===== config.mk =====
export PLATFORM = sky130hd
export DESIGN_NAME = epas_port
export DESIGN_NICKNAME = d
export VERILOG_FILES = /design/src/core/epas_pkg.sv /design/src/core/epas_sync.sv /design/src/core/epas_pin_cell.sv /design/src/core/epas_port.sv
export VERILOG_INCLUDE_DIRS = /design/src /design/src/core
export SDC_FILE = /design/constraint.sdc
export NUM_CORES = 1
export LEC_CHECK = 0
export BUFFER_PORTS_ARGS = -buffer_cell sky130_fd_sc_hd__buf_4
export CORE_AREA = 2 2 95 60
export DETAILED_ROUTE_END_ITERATION = 16
export DIE_AREA = 0 0 97 62
export PLACE_DENSITY = 0.91
export SLEW_MARGIN = 20
export SYNTH_ARGS = -nofsm -noshare
export SYNTH_HDL_FRONTEND = slang
export SYNTH_SLANG_ARGS = --single-unit

===== constraint.sdc =====
create_clock -name mclk -period 3.18 [get_ports mclk]
set_clock_uncertainty 0.15 [all_clocks]
set_input_delay 0.159 -clock mclk [delete_from_list [all_inputs] [get_ports mclk]]
set_output_delay 0.159 -clock mclk [all_outputs]
set_load 0.01 [all_outputs]

===== src/core/epas_map.svh =====
// Register offsets, reset values and widths of the eight-pin port.
// Assumes inclusion by bare name from the package and the port modules.
`ifndef EPAS_MAP_SVH
`define EPAS_MAP_SVH

// Number of pins in the port.
`define EPAS_PINS 8

// Register offsets on the processor register bus.
`define EPAS_OFF_LATCH 16'h0004
`define EPAS_OFF_READBACK 16'h0011
`define EPAS_OFF_DIR 16'h0f1e
`define EPAS_OFF_PULLUP 16'h0f2b
`define EPAS_OFF_FSEL 16'h0f38

// Reset values of the writable registers.
`define EPAS_RST_LATCH 8'h00
`define EPAS_RST_DIR 8'h00
`define EPAS_RST_PULLUP 8'h00
`define EPAS_RST_FSEL 8'h00

// Value returned for an unmapped read.
`define EPAS_RD_UNMAPPED 8'h00

`endif


===== src/core/epas_pkg.sv =====
// Types shared by the eight-pin port with analog select.
// Assumes epas_map.svh is on the include path.
`default_nettype none

package epas_pkg;
	`include "epas_map.svh"

	// One bit per pin.
	typedef logic [`EPAS_PINS-1:0] epas_byte_t;

	// Register bus address.
	typedef logic [15:0] epas_addr_t;

	// Register selected by an address.
	typedef enum logic [2:0] {
		EPAS_SEL_NONE,
		EPAS_SEL_LATCH,
		EPAS_SEL_READBACK,
		EPAS_SEL_DIR,
		EPAS_SEL_PULLUP,
		EPAS_SEL_FSEL
	} epas_sel_t;
endpackage : epas_pkg

`default_nettype wire


===== src/core/epas_sync.sv =====
// Two-stage synchroniser for one pin level.
// Assumes the input is asynchronous to mclk and reset is synchronous.
`default_nettype none

module epas_sync (
	// Clock and reset.
	input wire logic mclk,
	input wire logic reset,
	// Asynchronous level in, synchronised level out.
	input wire logic async_in,
	output logic sync_out
);
	// First stage; only the second stage reads it.
	logic meta;

	// Both stages clear under reset so read-back starts at a known level.
	always_ff @(posedge mclk) begin
		if (reset) begin
			meta <= 1'b0;
			sync_out <= 1'b0;
		end else begin
			meta <= async_in;
			sync_out <= meta;
		end
	end
endmodule : epas_sync

`default_nettype wire


===== src/core/epas_pin_cell.sv =====
// Steering logic of one port pin: driver, pull-up, analog and wakeup.
// Assumes the control bits come from registers on mclk.
`default_nettype none

module epas_pin_cell (
	// Clock and reset.
	input wire logic mclk,
	input wire logic reset,
	// Control bits of this pin.
	input wire logic latch_bit,
	input wire logic pin_direction_bit,
	input wire logic pin_function_bit,
	input wire logic pullup_bit,
	input wire logic key_wakeup_enable_bit,
	// Pin side.
	input wire logic pin_in,
	output logic pin_out,
	output logic pin_oe,
	output logic pin_pullup,
	// Secondary functions and read-back.
	output logic analog_input_channel,
	output logic key_wakeup_input,
	output logic readback_bit
);
	// Pin level after two flip-flops.
	logic pin_sync;

	epas_sync u_sync (
		.mclk(mclk),
		.reset(reset),
		.async_in(pin_in),
		.sync_out(pin_sync)
	);

	// The driver level is the latch bit itself.
	assign pin_out = latch_bit; // RQ3
	// Drive only as a port output; analog or wakeup use keeps it off.
	assign pin_oe = pin_direction_bit & ~pin_function_bit & ~key_wakeup_enable_bit; // RQ4
	// Pull-up connects only while the pin is an input.
	assign pin_pullup = pullup_bit & ~pin_direction_bit; // RQ9
	// Analog route, overridden while wakeup is enabled.
	assign analog_input_channel = pin_function_bit & ~key_wakeup_enable_bit; // RQ5
	// Wakeup sees the pin whatever the direction and function bits.
	assign key_wakeup_input = pin_sync & key_wakeup_enable_bit; // RQ6 RQ7
	// Read-back returns the pin only in plain port input mode.
	assign readback_bit = pin_sync & ~pin_direction_bit & ~pin_function_bit; // RQ11
endmodule : epas_pin_cell

`default_nettype wire


===== src/core/epas_port.sv =====
// Eight-pin general purpose port with analog select and wakeup sharing.
// Assumes a processor register port on mclk and a synchronous reset.
//
// Summary of operation
// (RQ1) Eight pins, each input or output.
// (RQ2) Pins also carry analog and wakeup inputs.
// (RQ3) Output pin drives its latch bit; latch resets 0.
// (RQ4) Direction 0 input, 1 output; reset 0.
// (RQ5) Function bit 1 routes pin to analog.
// (RQ6) Wakeup enabled works regardless of direction.
// (RQ7) Wakeup enabled works regardless of function bit.
// (RQ8) Per-pin pull-up usable only in input mode.
// (RQ9) Pull-up on only when enabled and input.
// (RQ10) Read-back gives pin in input, else 0.
// (RQ11) Read-back needs direction and function both 0.
// (RQ12) Bus writes update registers; reset restores them.
//
// Our own choice: the address-and-strobe port.
`default_nettype none
`include "epas_map.svh"

module epas_port
	import epas_pkg::*;
(
	// Clock and reset.
	input wire logic mclk,
	input wire logic reset,
	// Register port.
	input wire epas_pkg::epas_addr_t reg_addr,
	input wire epas_pkg::epas_byte_t reg_wdata,
	input wire logic reg_wr,
	input wire logic reg_rd,
	output epas_pkg::epas_byte_t reg_rdata,
	// Pin side: input, driven level and output enable.
	input wire epas_pkg::epas_byte_t pin_in,
	output epas_pkg::epas_byte_t pin_out,
	output epas_pkg::epas_byte_t pin_oe,
	output epas_pkg::epas_byte_t pin_pullup,
	// Analog converter route enables.
	output epas_pkg::epas_byte_t analog_input_channel,
	// Wakeup controller side.
	input wire epas_pkg::epas_byte_t key_wakeup_enable_bit,
	output epas_pkg::epas_byte_t key_wakeup_input
);
	import epas_pkg::*;

	// Every control register lives here, not in the pin cells, so the read
	// multiplexer reaches all of them without routing back out of the loop.
	// The cost is a few byte-wide buses into the generate loop, which is
	// cheap at this size.
	// Output latch, one bit per pin.
	epas_byte_t port_output_latch;
	// Direction bits; 1 makes the pin an output.
	epas_byte_t port_direction_control;
	// Pull-up enable bits.
	epas_byte_t port_pullup_enable;
	// Function select bits; 1 routes the pin to the analog input.
	epas_byte_t port_function_select;
	// Live read-back value gathered from the pin cells.
	epas_byte_t port_input_readback;
	// Register picked by the current address.
	epas_sel_t sel;
	// Read data chosen in the cycle of the read strobe.
	epas_byte_t next_reg_rdata;

	// Address decode shared by the write and read paths.
	// The full 16-bit address is compared, so a register has no aliases.
	// An address that matches nothing selects no register: writes are lost
	// and reads return the unmapped value.
	always_comb begin
		case (reg_addr)
			`EPAS_OFF_LATCH: sel = EPAS_SEL_LATCH;
			`EPAS_OFF_READBACK: sel = EPAS_SEL_READBACK;
			`EPAS_OFF_DIR: sel = EPAS_SEL_DIR;
			`EPAS_OFF_PULLUP: sel = EPAS_SEL_PULLUP;
			`EPAS_OFF_FSEL: sel = EPAS_SEL_FSEL;
			default: sel = EPAS_SEL_NONE;
		endcase
	end

	// Output latch; writes land on the clock edge of the strobe.
	// The latch keeps its value while the pin is an input, ready for output.
	always_ff @(posedge mclk) begin
		if (reset) begin
			port_output_latch <= `EPAS_RST_LATCH; // RQ3
		end else if (reg_wr && sel == EPAS_SEL_LATCH) begin
			port_output_latch <= reg_wdata; // RQ12
		end
	end

	// Direction bits; all pins start as inputs.
	// Inputs at reset keep the port from fighting the board at power-up.
	always_ff @(posedge mclk) begin
		if (reset) begin
			port_direction_control <= `EPAS_RST_DIR; // RQ4
		end else if (reg_wr && sel == EPAS_SEL_DIR) begin
			port_direction_control <= reg_wdata; // RQ1
		end
	end

	// Pull-up enables; all disconnected after reset.
	// The enable is stored even on outputs; the cell gates it by direction.
	always_ff @(posedge mclk) begin
		if (reset) begin
			port_pullup_enable <= `EPAS_RST_PULLUP; // RQ9
		end else if (reg_wr && sel == EPAS_SEL_PULLUP) begin
			port_pullup_enable <= reg_wdata; // RQ8
		end
	end

	// Function select; all pins start with the port function.
	// Analog routing is only a steering bit; the converter lives elsewhere.
	always_ff @(posedge mclk) begin
		if (reset) begin
			port_function_select <= `EPAS_RST_FSEL; // RQ5
		end else if (reg_wr && sel == EPAS_SEL_FSEL) begin
			port_function_select <= reg_wdata; // RQ12
		end
	end

	// Read multiplexer; the read-back register ignores writes.
	// Every writable register reads back as written, so software may
	// read, modify and write single pins without a shadow copy.
	always_comb begin
		case (sel)
			EPAS_SEL_LATCH: next_reg_rdata = port_output_latch;
			EPAS_SEL_READBACK: next_reg_rdata = port_input_readback; // RQ10
			EPAS_SEL_DIR: next_reg_rdata = port_direction_control;
			EPAS_SEL_PULLUP: next_reg_rdata = port_pullup_enable;
			EPAS_SEL_FSEL: next_reg_rdata = port_function_select;
			default: next_reg_rdata = `EPAS_RD_UNMAPPED;
		endcase
	end

	// Read data stand only in the cycle after the strobe, else zero.
	// Clearing it between reads keeps stale pin levels off the bus.
	// A read of the pin levels therefore costs one cycle of latency.
	always_ff @(posedge mclk) begin
		if (reset) begin
			reg_rdata <= `EPAS_RD_UNMAPPED;
		end else if (reg_rd) begin
			reg_rdata <= next_reg_rdata;
		end else begin
			reg_rdata <= `EPAS_RD_UNMAPPED;
		end
	end

	// One cell per pin; all steering lives in the cell.
	// The cells share nothing, so a pin's mode never depends on its neighbours.
	// Each cell carries its own two-stage synchroniser for the pin level.
	for (genvar i = 0; i < `EPAS_PINS; i++) begin : g_pin
		epas_pin_cell u_cell (
			.mclk(mclk),
			.reset(reset),
			.latch_bit(port_output_latch[i]),
			.pin_direction_bit(port_direction_control[i]),
			.pin_function_bit(port_function_select[i]),
			.pullup_bit(port_pullup_enable[i]),
			.key_wakeup_enable_bit(key_wakeup_enable_bit[i]),
			.pin_in(pin_in[i]),
			.pin_out(pin_out[i]),
			.pin_oe(pin_oe[i]),
			.pin_pullup(pin_pullup[i]),
			.analog_input_channel(analog_input_channel[i]), // RQ2
			.key_wakeup_input(key_wakeup_input[i]), // RQ2
			.readback_bit(port_input_readback[i])
		);
	end
endmodule : epas_port

`default_nettype wire


==> flow_summary.json <==
{
  "vias": 2330,
  "core_area_um2": 5281,
  "yosysSeqAreaShare_pct": 41.23,
  "track_usage_pct": 22.43,
  "tightest_slew_ns": 0.7402,
  "grt_pass1_wl_mm": 10.72,
  "tritoncts": "built",
  "fin_cells": 433,
  "grt_start_max_net_pins": 50,
  "power_density_nw_per_um2": 355.4,
  "yosysWarningCount": 0,
  "ios": 92,
  "synth_cells": 294,
  "grt_pass1_vias": 2198,
  "start_kind": "input port",
  "port_buffers": 91,
  "synth_common_cells": "56 x dfxtp_1, 41 x buf_4, 34 x nor2_1",
  "worstPathRequired_ns": 3.27,
  "drc": 0,
  "drv_cap": 0,
  "yosysMostFrequentCell": "dfxtp_1",
  "overflow": 0,
  "worstSetupPathType": "in2reg",
  "netlist_area_um2": 2719,
  "gp_congestion": 0.9164,
  "start_util_pct": 51.48,
  "placed_cell_area_um2": 3186,
  "synth_area_leaders": "dfxtp_1 41%, buf_4 11%, mux2i_1 8.8%",
  "ys_seq_elements": 56,
  "dominantRegCellSynth": "dfxtp_1",
  "synth_edf_count": 0,
  "clock_latency_ns": 0.31,
  "area_delta_synth_final_pct": 26.51,
  "placed_cells_incl_taps": 409,
  "path_clk_slew_ns": 0.10,
  "cts_max_level": 2,
  "yosysTopAreaCell": "dfxtp_1",
  "status": "completed",
  "avgSynthCellArea_um2": 9.248,
  "cp-startpoint": "reg_addr[13]",
  "min_period_over_period_pct": 64.60,
  "timing.rr.start": "port_function_select[0]",
  "synth_fp_nets": 338,
  "routed_via_density": 5.381,
  "finalHoldViolCount": 0,
  "detail-route-antenna-nets": 0,
  "yosysUniqueCellTypes": 30,
  "drt_iter0_markers": 146,
  "cts_sinks": 56,
  "leakagePower_nw": 1.493,
  "drive_gt1_share_pct": 30.49,
  "tns_ns": 0,
  "relSlewSlack_pct": 50.47,
  "cts-root-buf": "clkbuf_8",
  "fin_area_um2": 3440,
  "wl_per_cell_um": 15.47,
  "fmax_mhz": 486.8,
  "rsz0062_at_grt": "no",
  "finalMaxSlewViolations": 0,
  "yosysTopAreaCellShare_pct": 41.23,
  "die_w_um": 97,
  "hold_start": "reg_rd",
  "worstPathMaxFanout": 16,
  "postCtsResizedCells": 0,
  "antenna_found_initial": 0,
  "antenna_cells": 0,
  "clock_path_buffers": 2,
  "core.rowCount": 21,
  "dr.pass1.iters": 4,
  "ir_worst_vdd_mv": 0.1986,
  "die_h_um": 62,
  "async_flop_share_pct": 0,
  "critPathCaptureType": "flip-flop",
  "wirelength_mm": 6.697,
  "hpwl_mm": 4.670,
  "numCtsBuffers": 5,
  "min_period_ns": 2.054,
  "cp_data_arrival_time_ns": 2.14,
  "fin_nets": 407,
  "setup_viol": 0,
  "whs_ns": 0.05204,
  "die_area_um2": 6014,
  "hp-class": "in2reg"
}
[path summary, 6_finish.rpt]
check	slack, ns	cells past startpoint	endpoint
worst max-delay path	1.13	6	reg_rdata[4]
worst max register to register	2.07	3	reg_rdata[0]
worst min register to register	0.29	1	g_pin[6].u_cell.u_sync.sync_out
worst min-delay path	0.05	3	reg_rdata[6]
[registers in the layout (all words and copies together), names as in the netlist]
register and cells:
g_pin.u_cell.u_sync.meta 8, port_pullup_enable 8, port_function_select 8, g_pin.u_cell.u_sync.sync_out 8, port_output_latch 8, port_direction_control 8, reg_rdata 8
[cells in the final DEF (no fill, tap or decap)]
cell type and count:
nand3b_1 2, and2_1 8, clkbuf_8 6, a21oi_1 17, nand3_4 2, nand4bb_4 1
nor4_2 1, nand4b_1 1, nor3b_1 9, a32oi_1 7, or3_1 2, clkinvlp_4 1
dlygate4sd3_1 16, inv_1 2, or4b_1 1, dfxtp_1 56, nand3_1 9, o21a_1 1
o311ai_1 1, nor4_1 1, nor2_2 2, nand2_1 11, a22o_1 8, nor2b_1 32
nor3b_2 1, nor3_1 1, clkbuf_1 1, nor3_4 1, or4_4 1, mux2i_1 24
nor2_1 34, buf_4 95, a22oi_1 9
[where the power goes]
| part | total (W) | internal [W] | switching (W) | leakage (nW) |
|---|---|---|---|---|
| clock network | 0.000399 | 0.000177 | 0.000222 | 0.0445 |
| registers | 0.000714 | 0.000710 | 0.00000395 | 0.454 |
| logic | 0.000109 | 0.0000627 | 0.0000465 | 0.994 |
[logic make-up after synthesis]
kind of cell           Yosys count  synth area share (%)
AO/OA/AOI/OAI                   43                 11.04
buffers and inverters           51                 12.75
multiplexers                    24                 8.836
AND/OR/NAND/NOR                120                 26.14
flip-flops                      56                 41.23
[metrics by stage]
step                utilization (%)  worst slack, ns  total power [W]
floorplan                         -            1.261        0.0007622
global placement              60.32           0.9535        0.0008200
detailed placement            60.32           0.8616        0.0008232
CTS                           65.13            1.170         0.001228
global route                  65.13            1.041         0.001265
finish                        65.13            1.126         0.001223
[cell type report]
cell class / count / area [um2]
fill: 422 / 1842
sequential: 56 / 1121
inverter: 2 / 7.507
clock buffer: 7 / 86.33
tap: 69 / 86.33
clock inverter: 1 / 7.507
timing repair buffer: 111 / 873.3
multi-input combinational: 187 / 1257
[critical path, cell delays in order]
cell	delay (ns)
buf_4	0.11
or4_4	0.54
nand4bb_4	0.29
nor2_2	0.62
a22oi_1	0.22
a21oi_1	0.20
[timing repair]
| action | in CTS | in global routing |
|---|---|---|
| endpoints found under the hold margin | 33 | 0 |
| buffers inserted | 0 | 0 |
| hold buffers | 16 | 0 |
| endpoints found under the setup margin | 0 | 0 |
[routing by layer]
metal	vias up	track usage [%]	share of wire (%)
met4	0	6.036	1.1
met3	10	6.264	8.7
li1	1123	-	-
met2	105	38.69	46
met1	1092	28.70	44
met5	-	0	0
Note: power is estimated with default switching activity, not from simulation.
